File: src/asp_map.svh
// constants for the serial audio port: codes, offsets, timing counts
//
// Overview of operation
// - slave address comes from two strap pins: 0x10, 0x11, 0x40, 0x41.
// - a control bit selects master (drive bit clock, frame sync) or slave.
// - by default capture output is driven low while not sending channel data.
// - capture swap bit exchanges left and right capture channel contents.
// - sense mode sends sense data; format bit picks signed or unsigned.
// - playback path always carries ordinary audio samples.
// - port word length of 16, 20, 24 or 32 bits from a two-bit field.
// - companding bit forces an 8-bit word length.
// - tdm and pcm formats other than time slot carry eight channels on playback but only ch0 and ch1 on capture; time slot carries two.
// - format field: 00 rj, 01 lj, 10 i2s, 11 pcm; polarity picks pcm a/b.
// - left-justified: msb on first rise after sync change; ch0 sync high.
// - i2s: msb on second rise after sync change; left while sync low.
// - standard i2s: voltage-sense channel lags current-sense by one sample.
// - tdm lj: first-rise msb; odd channels sync low, even sync high.
// - tdm i2s: second-rise msb; even channels sync low, odd sync high.
// - pcm a: ch0 msb on second rise after sync pulse; rest back to back.
// - pcm b: ch0 msb on first rise after sync pulse; rest contiguous.
// - time slot: left and right delayed by 10-bit bit-clock counts.
// - with time slots on, pull enable/select give weak pulls; both zero gives high-z when idle.
// - with time slots on, release bit 0 holds last bit after a word unless pull enable and select are both zero; 1 floats the output.
// - pcm offset: ch0 msb at the left delay count; channels follow contiguous.
// - acknowledge an address byte only when it matches the strapped address.
`ifndef ASP_MAP_SVH
`define ASP_MAP_SVH
`define ASP_ADDR_LO_BASE 7'h10
`define ASP_ADDR_HI_BASE 7'h40
`define ASP_FMT_RJ 2'b00
`define ASP_FMT_LJ 2'b01
`define ASP_FMT_I2S 2'b10
`define ASP_FMT_PCM 2'b11
`define ASP_WL16 6'd16
`define ASP_WL20 6'd20
`define ASP_WL24 6'd24
`define ASP_WL32 6'd32
`define ASP_WL_CMB 6'd8
`define ASP_I2S_LEAD 11'd1
`define ASP_PCMA_LEAD 11'd1
`define ASP_TDM_SLOTS 4'd4
`define ASP_PCM_SLOTS 4'd8
`define ASP_MCLK_NS 100
`define ASP_BCLK_HALF_NS 400
`define ASP_BCLK_HALF_CYC ((`ASP_BCLK_HALF_NS + `ASP_MCLK_NS - 1) / `ASP_MCLK_NS)
`define ASP_FRAME_BITS 256
`define ASP_FIFO_DEPTH 16
`endif

File: src/asp_pkg.sv
// types shared by the serial audio port
package asp_pkg;
  typedef struct packed {
    logic port_master_select;
    logic capture_audio_mode;
    logic sense_unsigned_format;
    logic tdm_enable;
    logic capture_channel_swap;
    logic [1:0] word_length_field;
    logic companding_8bit_enable;
    logic [1:0] port_format_field;
    logic frame_polarity_select;
    logic offset_mode_enable;
    logic time_slot_enable;
    logic [9:0] left_slot_delay;
    logic [9:0] right_slot_delay;
    logic capture_pull_enable;
    logic capture_pull_select;
    logic capture_release_after_word;
  } asp_cfg_t;
  typedef struct packed {
    logic [31:0] left;
    logic [31:0] right;
  } asp_pair_t;
  typedef struct packed {
    logic [2:0] chan;
    logic [31:0] data;
  } asp_play_t;
  typedef enum logic [1:0] {
    TX_IDLE = 2'b01,
    TX_SHIFT = 2'b10
  } asp_tx_st_t;
endpackage

File: src/asp_top.sv
// serial audio port: capture fifo, frame timing, capture and playback paths, strap address
`timescale 1ns/100ps
`include "asp_map.svh"
module asp_fifo #(
  parameter int W = 64,
  parameter int D = `ASP_FIFO_DEPTH
) (
  input wire logic mclk,
  input wire logic rstn,
  input wire logic ce,
  input wire logic in_valid,
  output logic in_ready,
  input wire logic [W-1:0] in_data,
  output logic out_valid,
  input wire logic out_ready,
  output logic [W-1:0] out_data
);
  // depth must be a power of two: pointers wrap naturally
  localparam int AW = $clog2(D);
  logic [W-1:0] mem [D];
  logic [AW:0] wp_q;
  logic [AW:0] rp_q;
  assign in_ready = (wp_q - rp_q) != (AW+1)'(D);
  assign out_valid = wp_q != rp_q;
  assign out_data = mem[rp_q[AW-1:0]];
  always_ff @(posedge mclk) begin
    if (ce && in_valid && in_ready) begin
      mem[wp_q[AW-1:0]] <= in_data;
    end
  end
  always_ff @(posedge mclk or negedge rstn) begin
    if (!rstn) begin
      wp_q <= '0;
    end else if (ce && in_valid && in_ready) begin
      wp_q <= wp_q + 1'b1;
    end
  end
  always_ff @(posedge mclk or negedge rstn) begin
    if (!rstn) begin
      rp_q <= '0;
    end else if (ce && out_valid && out_ready) begin
      rp_q <= rp_q + 1'b1;
    end
  end
endmodule

module asp_top #(
  parameter int BCLK_HALF = `ASP_BCLK_HALF_CYC,
  parameter int FRAME_BITS = `ASP_FRAME_BITS,
  parameter int FIFO_DEPTH = `ASP_FIFO_DEPTH
) (
  input wire logic mclk,
  input wire logic rstn,
  input wire logic ce,
  input asp_pkg::asp_cfg_t cfg,
  input wire logic address_strap_low,
  input wire logic address_strap_high,
  output logic [6:0] slave_address_value,
  input wire logic i2c_addr_valid,
  input wire logic [7:0] i2c_addr_byte,
  output logic i2c_addr_ack,
  input wire logic bclk_in,
  output logic bclk_out,
  output logic bclk_oe,
  input wire logic fs_in,
  output logic fs_out,
  output logic fs_oe,
  input wire logic playback_serial_in,
  output logic capture_serial_out,
  output logic capture_oe,
  output logic capture_pull_up,
  output logic capture_pull_down,
  input wire logic cap_valid,
  output logic cap_ready,
  input asp_pkg::asp_pair_t cap_pair,
  input wire logic [15:0] sense_v_data,
  input wire logic [15:0] sense_i_data,
  output asp_pkg::asp_play_t play,
  output logic play_valid
);
  import asp_pkg::*;

  function automatic logic [5:0] asp_wlen(input logic [1:0] f, input logic cmb);
    if (cmb) begin
      asp_wlen = `ASP_WL_CMB;
    end else begin
      unique case (f)
        2'd0: asp_wlen = `ASP_WL16;
        2'd1: asp_wlen = `ASP_WL20;
        2'd2: asp_wlen = `ASP_WL24;
        2'd3: asp_wlen = `ASP_WL32;
      endcase
    end
  endfunction

  function automatic logic [2:0] asp_chan(input logic [3:0] slot, input logic flat, input logic odd);
    asp_chan = flat ? slot[2:0] : {slot[1:0], odd};
  endfunction

  // pin synchronisers: only stage [1] is read by logic
  logic [1:0] bclk_sy_q;
  logic [1:0] fs_sy_q;
  logic [1:0] din_sy_q;
  logic [1:0] strap_l_sy_q;
  logic [1:0] strap_h_sy_q;
  always_ff @(posedge mclk or negedge rstn) begin
    if (!rstn) begin
      bclk_sy_q <= '0;
      fs_sy_q <= '0;
      din_sy_q <= '0;
      strap_l_sy_q <= '0;
      strap_h_sy_q <= '0;
    end else if (ce) begin
      bclk_sy_q <= {bclk_sy_q[0], bclk_in};
      fs_sy_q <= {fs_sy_q[0], fs_in};
      din_sy_q <= {din_sy_q[0], playback_serial_in};
      strap_l_sy_q <= {strap_l_sy_q[0], address_strap_low};
      strap_h_sy_q <= {strap_h_sy_q[0], address_strap_high};
    end
  end

  // strapped address and address-byte match
  always_ff @(posedge mclk or negedge rstn) begin
    if (!rstn) begin
      slave_address_value <= `ASP_ADDR_LO_BASE;
      i2c_addr_ack <= 1'b0;
    end else if (ce) begin
      slave_address_value <= (strap_h_sy_q[1] ? `ASP_ADDR_HI_BASE : `ASP_ADDR_LO_BASE) |
                             {6'h00, strap_l_sy_q[1]};
      i2c_addr_ack <= i2c_addr_valid && (i2c_addr_byte[7:1] == slave_address_value);
    end
  end

  logic pcm;
  logic ts;
  logic tdm;
  logic i2s_fmt;
  assign pcm = cfg.port_format_field == `ASP_FMT_PCM;
  assign ts = pcm && cfg.time_slot_enable;
  assign tdm = !pcm && cfg.tdm_enable;
  assign i2s_fmt = cfg.port_format_field == `ASP_FMT_I2S;

  // master clock and frame generation; sync changes on the falling bit clock
  logic ms_q;
  logic [7:0] div_q;
  logic mbclk_q;
  logic mfs_q;
  logic [9:0] fcnt_q;
  logic [9:0] fnext;
  assign fnext = (fcnt_q == 10'(FRAME_BITS - 1)) ? 10'h000 : fcnt_q + 1'b1;
  always_ff @(posedge mclk or negedge rstn) begin
    if (!rstn) begin
      ms_q <= 1'b0;
      div_q <= '0;
      mbclk_q <= 1'b0;
      mfs_q <= 1'b0;
      fcnt_q <= '0;
    end else if (ce) begin
      ms_q <= cfg.port_master_select;
      if (div_q == 8'(BCLK_HALF - 1)) begin
        div_q <= '0;
        mbclk_q <= !mbclk_q;
        if (mbclk_q) begin
          fcnt_q <= fnext;
          mfs_q <= pcm ? (fnext == 10'h000) : ((fnext < 10'(FRAME_BITS / 2)) ^ i2s_fmt);
        end
      end else begin
        div_q <= div_q + 1'b1;
      end
    end
  end
  assign bclk_out = mbclk_q;
  assign fs_out = mfs_q;
  assign bclk_oe = ms_q;
  assign fs_oe = ms_q;

  // edge finding on the selected bit clock
  logic bl;
  logic fl;
  logic bl_q;
  logic rise;
  logic fall;
  assign bl = ms_q ? mbclk_q : bclk_sy_q[1];
  assign fl = ms_q ? mfs_q : fs_sy_q[1];
  assign rise = ce && bl && !bl_q;
  assign fall = ce && !bl && bl_q;
  always_ff @(posedge mclk or negedge rstn) begin
    if (!rstn) begin
      bl_q <= 1'b0;
    end else if (ce) begin
      bl_q <= bl;
    end
  end

  // frame position: rises counted from the last sync change, or in pcm from the last sync rise
  logic fs_last_q;
  logic [10:0] pos_q;
  logic [10:0] half_q;
  logic evt;
  logic even_half;
  logic frame_start;
  logic [10:0] pos;
  logic [5:0] wl;
  logic [3:0] nsl;
  logic [10:0] span;
  logic [10:0] start0;
  logic trig0;
  logic trig1;
  assign wl = asp_wlen(cfg.word_length_field, cfg.companding_8bit_enable);
  assign nsl = ts ? 4'd1 : pcm ? `ASP_PCM_SLOTS : tdm ? `ASP_TDM_SLOTS : 4'd1;
  assign evt = pcm ? (fl && !fs_last_q) : (fl != fs_last_q);
  assign even_half = i2s_fmt ? !fl : fl;
  assign frame_start = rise && evt && (pcm || even_half);
  assign pos = evt ? 11'h000 : ((pos_q == 11'h7ff) ? pos_q : pos_q + 1'b1);
  assign span = 11'(11'(wl) * 11'(nsl));
  always_comb begin
    unique case (cfg.port_format_field)
      `ASP_FMT_RJ: start0 = (half_q > span) ? 11'(half_q - span) : 11'h000;
      `ASP_FMT_LJ: start0 = 11'h000;
      `ASP_FMT_I2S: start0 = `ASP_I2S_LEAD;
      `ASP_FMT_PCM: begin
        if (cfg.offset_mode_enable || ts) begin
          start0 = 11'(cfg.left_slot_delay);
        end else begin
          start0 = cfg.frame_polarity_select ? 11'h000 : `ASP_PCMA_LEAD;
        end
      end
    endcase
  end
  assign trig0 = rise && (pos == start0);
  assign trig1 = rise && ts && (pos == 11'(cfg.right_slot_delay));
  always_ff @(posedge mclk or negedge rstn) begin
    if (!rstn) begin
      pos_q <= 11'h7ff;
      fs_last_q <= 1'b0;
      half_q <= '0;
    end else if (rise) begin
      pos_q <= pos;
      fs_last_q <= fl;
      if (evt) begin
        half_q <= (pos_q == 11'h7ff) ? pos_q : pos_q + 1'b1;
      end
    end
  end

  // capture words for the frame: fifo audio or sense data
  logic fifo_valid;
  logic fifo_ready;
  asp_pair_t fifo_data;
  asp_fifo #(.W($bits(asp_pair_t)), .D(FIFO_DEPTH)) u_fifo (
    .mclk(mclk),
    .rstn(rstn),
    .ce(ce),
    .in_valid(cap_valid),
    .in_ready(cap_ready),
    .in_data(cap_pair),
    .out_valid(fifo_valid),
    .out_ready(fifo_ready),
    .out_data(fifo_data)
  );
  // an empty fifo at frame start sends silence rather than stalling the link
  assign fifo_ready = frame_start && cfg.capture_audio_mode;

  logic [15:0] v_prev_q;
  logic [15:0] sv;
  logic [15:0] si;
  asp_pair_t raw;
  asp_pair_t src;
  asp_pair_t pair_q;
  asp_pair_t cur;
  assign sv = ((i2s_fmt && !tdm) ? v_prev_q : sense_v_data) ^ {cfg.sense_unsigned_format, 15'h0000};
  assign si = sense_i_data ^ {cfg.sense_unsigned_format, 15'h0000};
  always_comb begin
    if (cfg.capture_audio_mode) begin
      raw = fifo_valid ? fifo_data : '0;
    end else begin
      raw = {sv, 16'h0000, si, 16'h0000};
    end
    src = cfg.capture_channel_swap ? {raw.right, raw.left} : raw;
  end
  assign cur = frame_start ? src : pair_q;
  always_ff @(posedge mclk or negedge rstn) begin
    if (!rstn) begin
      pair_q <= '0;
      v_prev_q <= '0;
    end else if (frame_start) begin
      pair_q <= src;
      v_prev_q <= sense_v_data;
    end
  end

  // slot sequencer shared by both paths
  asp_tx_st_t st_q;
  logic [5:0] bits_q;
  logic [3:0] slot_q;
  logic [2:0] ch_q;
  logic [31:0] sh_q;
  logic ld;
  logic [3:0] ld_slot;
  logic [2:0] ld_ch;
  logic own;
  logic sending;
  logic [31:0] word;
  always_comb begin
    ld = 1'b0;
    ld_slot = 4'd0;
    ld_ch = 3'd0;
    if (trig0) begin
      ld = 1'b1;
      ld_ch = ts ? 3'd0 : asp_chan(4'd0, pcm, !even_half);
    end else if (trig1) begin
      ld = 1'b1;
      ld_ch = 3'd1;
    end else if (rise && st_q == TX_SHIFT && bits_q == 6'd1 && (slot_q + 1'b1) < nsl) begin
      ld = 1'b1;
      ld_slot = slot_q + 1'b1;
      ld_ch = asp_chan(ld_slot, pcm, !even_half);
    end
  end
  // only the two converter channels are ours; other slots belong to other talkers
  assign own = ld && (ld_ch < 3'd2);
  assign word = (ld_ch == 3'd0) ? cur.left : cur.right;
  assign sending = (st_q == TX_SHIFT) && (ch_q < 3'd2);
  always_ff @(posedge mclk or negedge rstn) begin
    if (!rstn) begin
      st_q <= TX_IDLE;
      bits_q <= '0;
      slot_q <= '0;
      ch_q <= '0;
      sh_q <= '0;
    end else if (rise) begin
      if (ld) begin
        st_q <= TX_SHIFT;
        bits_q <= wl;
        slot_q <= ld_slot;
        ch_q <= ld_ch;
        sh_q <= word;
      end else if (st_q == TX_SHIFT) begin
        sh_q <= {sh_q[30:0], 1'b0};
        if (bits_q == 6'd1) begin
          st_q <= TX_IDLE;
        end else begin
          bits_q <= bits_q - 1'b1;
        end
      end
    end
  end

  // capture pin: bit value and drive window
  logic out_q;
  logic drv_q;
  logic float_idle;
  always_ff @(posedge mclk or negedge rstn) begin
    if (!rstn) begin
      out_q <= 1'b0;
      drv_q <= 1'b0;
    end else begin
      if (own) begin
        out_q <= word[31];
        drv_q <= 1'b1;
      end else if (rise && sending && bits_q != 6'd1) begin
        out_q <= sh_q[30];
      end else if (rise && sending && !ts) begin
        // word over: low from the next bit time, not only after the release fall
        out_q <= 1'b0;
      end else if (fall && !sending) begin
        drv_q <= 1'b0;
      end
    end
  end
  // the extra pin states only exist with time slots on
  assign float_idle = ts && (cfg.capture_release_after_word ||
                      (!cfg.capture_pull_enable && !cfg.capture_pull_select));
  always_ff @(posedge mclk or negedge rstn) begin
    if (!rstn) begin
      capture_serial_out <= 1'b0;
      capture_oe <= 1'b1;
      capture_pull_up <= 1'b0;
      capture_pull_down <= 1'b0;
    end else if (ce) begin
      capture_pull_up <= ts && cfg.capture_pull_enable && cfg.capture_pull_select;
      capture_pull_down <= ts && cfg.capture_pull_enable && !cfg.capture_pull_select;
      if (drv_q) begin
        capture_serial_out <= out_q;
        capture_oe <= 1'b1;
      end else if (!ts) begin
        capture_serial_out <= 1'b0;
        capture_oe <= 1'b1;
      end else begin
        capture_serial_out <= out_q;
        capture_oe <= !float_idle;
      end
    end
  end

  // playback receive: sampled on the falling edge mid bit, always audio
  logic [31:0] rx_q;
  logic [31:0] rx_nxt;
  assign rx_nxt = {rx_q[30:0], din_sy_q[1]};
  always_ff @(posedge mclk or negedge rstn) begin
    if (!rstn) begin
      rx_q <= '0;
      play <= '0;
      play_valid <= 1'b0;
    end else if (ce) begin
      play_valid <= 1'b0;
      if (fall && st_q == TX_SHIFT) begin
        rx_q <= rx_nxt;
        if (bits_q == 6'd1) begin
          play.data <= rx_nxt << (6'd32 - wl);
          play.chan <= ch_q;
          play_valid <= 1'b1;
        end
      end
    end
  end
endmodule

File: config.mk
export PLATFORM = sky130hd
export DESIGN_NAME = asp_top
export DESIGN_NICKNAME = d
export VERILOG_FILES = /design/src/asp_pkg.sv /design/src/asp_top.sv
export VERILOG_INCLUDE_DIRS = /design/src /design/src/src
export SDC_FILE = /design/constraint.sdc
export NUM_CORES = 2
export LEC_CHECK = 0
export BUFFER_PORTS_ARGS = -buffer_cell sky130_fd_sc_hd__buf_2
export CORE_MARGIN = 4
export CORE_UTILIZATION = 45
export CTS_BUF_LIST = sky130_fd_sc_hd__clkbuf_8
export CTS_CLUSTER_DIAMETER = 100
export CTS_CLUSTER_SIZE = 12
export DETAILED_ROUTE_END_ITERATION = 8
export GPL_ROUTABILITY_DRIVEN = 0
export PLACE_DENSITY_LB_ADDON = 0.15
export SYNTH_ARGS = -nofsm -noshare
export SYNTH_HDL_FRONTEND = slang
export SYNTH_SLANG_ARGS = --single-unit
File: constraint.sdc
create_clock -name mclk -period 10.5 [get_ports mclk]
set_input_delay 0.525 -clock mclk [delete_from_list [all_inputs] [get_ports mclk]]
set_output_delay 0.525 -clock mclk [all_outputs]
set_load 0.05 [all_outputs]
== Yosys cells after proc, flatten, opt, wreduce, memory -nomap -nowiden ==
Memory sizes are Yosys's and may differ from the RTL's.
Index checks and enable logic that the tools add are counted.

* Memory bits (writable): 1024
* Logic and storage cells: 207
* Memory bits (read-only): 0
* Latch bits: 0
* Memories kept: 1
* Flip-flop bits (word level): 272

{| class="wikitable"
|+ Memories
! name !! words !! width !! read ports !! clocked after memory_dff !! write ports !! RTL line !! RTL
|-
| u_fifo.mem || 16 || 64 || 1 || 0 || 1 || asp_top.sv:20 || <nowiki>logic [W-1:0] mem [D];</nowiki>
|}

* Magnitude comparators: 5
* Mux-type cells: 60
* Reduce and logical (&&, ||, !) cells: 68
* Shift-type cells: 1
* Divide/modulo/power cells: 0
* Multipliers: 1
* $add $sub $neg: 10
* Equality and inequality tests: 21
* Bitwise logic cells: 4

{| class="wikitable"
|+ Operator list
! kind !! count
|-
| $mux 64 || 4
|-
| $mux 31 || 2
|-
| $pmux 11 s4 || 1
|-
| $logic_and 1x1->1 || 34
|-
| $mux 11 || 3
|-
| $mux 32 || 1
|-
| $shl 32x6->32 || 1
|-
| $xor 16x16->16 || 2
|-
| $mux 1 || 26
|-
| $mux 6 || 4
|-
| $pmux 6 s4 || 1
|-
| $mux 10 || 2
|-
| $mux 4 || 5
|-
| $mux 16 || 1
|-
| $mux 3 || 5
|-
| $reduce_and 3->1 || 5
|-
| $logic_not 1->1 || 13
|-
| $add 11x1->11 const B || 1
|-
| $eq 11x10->1 || 1
|-
| $eq 11x11->1 || 1
|-
| $eq 11x11->1 const B || 1
|-
| $gt 11x10->1 || 1
|-
| $sub 11x10->11 || 1
|-
| $add 10x1->10 const B || 1
|-
| 33 further kinds || 53
|}

== Longest topological paths before layout ==
* Depth after elaboration: 17
* Gate-level depth with buffers: 27
* Depth with buffers taken out: 22

== Hierarchy ==
A second synthesis with hierarchy kept.

* Cells, all modules: 3428
* Area, all modules: 54517.3 um^2

{| class="wikitable"
|+ Modules (own cells, without submodules)
! module !! cells an instance !! instances !! seq. area each (um^2) !! area an instance (um^2)
|-
| asp_fifo || 1862 || 1 || 30999.7 || 39728.1
|-
| asp_top || 1566 || 1 || 6473.7 || 14789.2
|}

== Worst setup path before layout ==
Ideal clock, no wire load.

* Kind: register to register
* From: register u_fifo.rp_q[1]
* To: memory u_fifo.mem[3][0], enable pin
* Required time: 9.935 ns
* Slack: 2.436 ns
* Cell stages (with the launch flop): 16
* Arrival time: 7.499 ns
* Period minus slack after synthesis: 8.064 ns
* Setup time: 0.565 ns
* Cell sequence: dfrtp_1 > clkbuf_1 > clkbuf_1 > buf_1 > inv_1 > ha_1 > nor2b_1 > o21ai_0 > nand2_1 > nand3_1 > o21ai_0 > nand4_1 > and3_1 > clkbuf_1 > nand2_1 > nor3_1

* Cells in the longest elaborated chain, start to end: 5

{| class="wikitable"
|+ RTL lines
! element !! RTL line !! RTL
|-
| from (decl) || asp_top.sv:22 || <nowiki>logic [AW:0] rp_q;</nowiki>
|-
| from (signal assigned) || asp_top.sv:42 || <nowiki>rp_q <= rp_q + 1'b1;</nowiki>
|-
| $sub 5x5->5 || asp_top.sv:23 || <nowiki>assign in_ready = (wp_q - rp_q) != (AW+1)'(D);</nowiki>
|-
| $ne 5x5->1 || asp_top.sv:23 ||
|-
| named net cap_ready || asp_top.sv:74 || <nowiki>output logic cap_ready,</nowiki>
|-
| $logic_and 1x1->1 || asp_top.sv:27 || <nowiki>if (ce && in_valid && in_ready) begin</nowiki>
|-
| $mux 1 || asp_top.sv:27 ||
|-
| $mux 1 (implied by the code) || asp_top.sv:28 || <nowiki>mem[wp_q[AW-1:0]] <= in_data;</nowiki>
|-
| to (decl) || asp_top.sv:20 ||
|}

The timed path passes the listed nets, and every way through them passes these cells.

== Worst setup path in the final report ==
* From: input port cfg[29] (netlist bit)
* To: register sh_q[25]

* Cells in the longest elaborated chain, start to end: 13

{| class="wikitable"
|+ RTL lines
! element !! RTL line !! RTL
|-
| from (decl) || asp_top.sv:55 || <nowiki>input asp_pkg::asp_cfg_t cfg,</nowiki>
|-
| $eq 2x2->1, or another cell as far along || asp_top.sv:87 || <nowiki>unique case (f)</nowiki>
|-
| $pmux 6 s4 (*) || asp_top.sv:87 ||
|-
| $mux 6 (*) || asp_top.sv:84 || <nowiki>if (cmb) begin</nowiki>
|-
| $mul 6x4->10 (*) || asp_top.sv:215 || <nowiki>assign span = 11'(11'(wl) * 11'(nsl));</nowiki>
|-
| $sub 11x10->11 / $gt 11x10->1 (equally long branches) || asp_top.sv:218 || <nowiki>`ASP_FMT_RJ: start0 = (half_q > span) ? 11'(half_q - span) : 11'h000;</nowiki>
|-
| $mux 11 (*) || asp_top.sv:218 ||
|-
| $pmux 11 s4 (*) || asp_top.sv:217 || <nowiki>unique case (cfg.port_format_field)</nowiki>
|-
| $eq 11x11->1 (*) || asp_top.sv:230 || <nowiki>assign trig0 = rise && (pos == start0);</nowiki>
|-
| $logic_and 1x1->1 (*) || asp_top.sv:230 ||
|-
| $mux 3 || asp_top.sv:308 || <nowiki>if (trig0) begin</nowiki>
|-
| $logic_not 3->1 || asp_top.sv:322 || <nowiki>assign word = (ld_ch == 3'd0) ? cur.left : cur.right;</nowiki>
|-
| $mux 32 || asp_top.sv:322 ||
|-
| $mux 31 || asp_top.sv:332 || <nowiki>if (ld) begin</nowiki>
|-
| to (signal assigned) || asp_top.sv:337 || <nowiki>sh_q <= word;</nowiki>
|-
| to (signal assigned) || asp_top.sv:339 || <nowiki>sh_q <= {sh_q[30:0], 1'b0};</nowiki>
|-
| to (decl) || asp_top.sv:297 || <nowiki>logic [31:0] sh_q;</nowiki>
|}

Mark *: on every way between the ends. The rest lies on a longest branch, timed or not. The select of a mux whose other input is x is not followed.
A chain may end at the register's enable or synchronous reset.

==> results_dict.tcl <==
set metrics [dict create \
    slew_headroom_pct 18.5 \
    grt-ovfl-total 0 \
    grt_pass1_wl_um 191000 \
    ys_ff_latch 1292 \
    clock.fmax_mhz 157 \
    maxCapViolCount 0 \
    die_area_mm2 0.124 \
    power_density_mw_per_mm2 214 \
    arrival_ns 7.03 \
    ios 203 \
    synthToLayoutAreaGrowth_pct 9.53 \
    cts_tree "yes" \
    r2r-end "u_fifo.mem[4][41]" \
    grt_antenna_before_repair 23 \
    setup_viol 0 \
    path_common_cell "ha_1" \
    ys_top_cells_by_area "edfxtp_1, mux4_2, dfrtp_1, mux2i_1, mux2_2" \
    fill_cells 9555 \
    leakagePower_nw 20.4 \
    status "finished, final reports clean" \
    fin_crit_sh_pct 60.8 \
    p_total_mw 12.5 \
    vias 28400 \
    crit_fanout 26 \
    crit_chain "buf_2 > inv_1 > nor3_2 > buf_4 > inv_1 > nor2_1 > ha_1 > ha_1 > ha_1 > fa_1 > a21o_1 > a21oi_1 > xor2_1 > ha_1 > nand4b_1 > o221ai_1 > o21ai_1 > o21ai_0 > xor2_1 > nor4_2 > nand4b_1 > and2_1 > mux2i_1 > o21ai_1" \
    netlist_instances 3024 \
    coreArea_mm2 0.117 \
    whs_ns 0.0815 \
    clockBufferDepth 3 \
    worst_pin_slew_ns 1.22 \
    clk_pin_slew_ns 0.09 \
    ant_nets 0 \
    grt_pass1_vias 29500 \
    drcViolationCount 0 \
    row_count 125 \
    dr.first_iter.drc_count 2910 \
    irDropWorstVdd_v 0.000215 \
    htree_num_levels 3 \
    setup_tns_ns 0 \
    critPathLaunchType "input pin" \
    reg2reg_slack_ns 5.27 \
    yosysTopAreaCell "edfxtp_1" \
    synth_top_area_share_pct 57.7 \
    rsz0062_at_grt "no" \
    drive_above_1_share_pct 25.1 \
    layout_min_cycle_time_ns 6.38 \
    io_buffers 197 \
    ys_async_sr_fraction_pct 20.7 \
    fin_skew_ns 0.0517 \
    path_class "in -> reg" \
    synth_edf_count 1024 \
    slowest_delay_ns 0.64 \
    wirelength_um 129000 \
    ctsResizeCount 0 \
    cts-buffers-inserted 117 \
    viasPerCell 5.84 \
    finalMaxSlewViolations 0 \
    nNetsFinal 3441 \
    initial_core_util_pct 45.6 \
    worst_r2r_path_depth 13 \
    grt_max_degree 115 \
    clockRootBuffer "clkbuf_8" \
    cts_sinks 1292 \
    final_util_pct 49.9 \
    synthTopCellsByCount "edfxtp_1, mux4_2, dfrtp_1, nand2_1, nor2_1" \
    drtPass1Iterations 5 \
    hp-class "in -> reg" \
    post-dp-hpwl_um 73500 \
    die_h_um 352 \
    seq_area_frac_synth_pct 70.3 \
    syn_avg_cell_area_um2 17.6 \
    synthesis.area_mm2 0.0533 \
    cp_slowest_cell "and2_1" \
    yosys_warnings 0 \
    synth_flop_cell "edfxtp_1" \
    clk_latency_ns 0.82 \
    cp-end-kind "flip-flop" \
    grtUsageTotal_pct 20.5 \
    synth_cell_types 85 \
    synthMostInstantiatedCell "edfxtp_1" \
    reg2reg_from "u_fifo.rp_q[1]" \
    holdPathStages 1 \
    hold_path_startpoint "cap_pair[60]" \
    hold_end "u_fifo.mem[1][60]" \
    die-width_um 352 \
    hold_violations 0 \
    worst-endpoint-required_ns 11.15 \
    wl_per_cell_um 26.5 \
]
-- layer usage --
| metal | vias to the layer above | share of wire (%) | track usage [%] |
|---|---|---|---|
| met2 | 939 | 48 | 33.1 |
| met4 | 14 | 1.8 | 4.23 |
| li1 | 12400 | - | - |
| met3 | 176 | 7.3 | 4.08 |
| met1 | 14900 | 43 | 29.4 |
| met5 | - | 0.073 | 0 |
-- flip-flops by register name, indices dropped and copies added, names as in the netlist, 10 cells and up --
signal,cells
u_fifo.mem,1024
play,35
pos_q,11
sh_q,31
fcnt_q,10
half_q,11
rx_q,31
v_prev_q,16
pair_q,64
-- layout by cell type, fill, tap and decap left out, types with 111 or more instances in the layout --
master and count:
o21ai_0 116, inv_1 129, clkbuf_8 118, buf_2 196, nand2_1 191, edfxtp_1 1024, nor2_1 155, mux4_2 324
a21oi_1 111, dfrtp_1 251
-- worst max-delay path: cells and delay by family --
| kind | cells | cell delay [ns] |
|---|---|---|
| and+or+nand+nor | 6 | 2.20 |
| AOI/OAI and AO/OA | 6 | 1.08 |
| buffers and inverters | 4 | 0.98 |
| adders and majority gates | 5 | 1.53 |
| muxes | 1 | 0.33 |
| xor gates and xnor gates | 2 | 0.36 |
-- worst max-delay path by stage --
stage / start / endpoint / slack, ns / cells after the start
after floorplan: u_fifo.rp_q[1] / u_fifo.mem[3][0] / 2.44 / 15
after global placement: cfg[29] / sh_q[22] / 3.40 / 24
after detailed placement: cfg[29] / sh_q[22] / 3.39 / 24
after CTS: cfg[29] / sh_q[18] / 4.25 / 24
after global routing: cfg[29] / sh_q[18] / 3.65 / 24
final: cfg[29] / sh_q[25] / 4.12 / 24
-- cell families after synthesis --
family	after synthesis	share of synthesized area, %
compound gates	397	4.56
xor+xnor	62	1.02
fa+ha+maj	40	0.949
buf+inv	236	1.81
flops	1292	70.3
mux	492	17.0
other cells	1	0.00704
simple gates	504	4.30
-- area by class of cell --
class / count / area, um^2 / area share (%)
Sequential cell: 1292 / 37500 / 64.2
Multi-Input combinational cell: 1499 / 15000 / 25.7
Tap cell: 1524 / 1910 / 3.27
Timing Repair Buffer: 283 / 1730 / 2.96
Clock buffer: 118 / 1620 / 2.78
Clock inverter: 78 / 355 / 0.609
Inverter: 59 / 224 / 0.384
Antenna cell: 9 / 22.5 / 0.0386
-- per-stage QoR --
stage               cell area [um^2]  cells  worst slack [ns]
finish                         58400   4862              4.12
global route                   58300   4855              3.65
CTS                            58300   4853              4.25
detailed placement             56100   4628              3.39
global placement               56100   4628              3.40
floorplan                      53300   3027              2.44
-- timing repair --
action                                  in CTS  in global routing
hold buffers                                29                  0
hold endpoints to repair                    80                  0
endpoints found under the setup margin       0                  0
buffers inserted                             0                  0
-- power breakdown --
| part | leakage [nW] | switching [mW] | internal, mW |
|---|---|---|---|
| logic | 6.52 | 1.84 | 1.57 |
| clock network | 1.27 | 1.64 | 1.06 |
| registers | 12.7 | 0.322 | 6.05 |
Note: power is estimated with default switching activity, not from simulation.
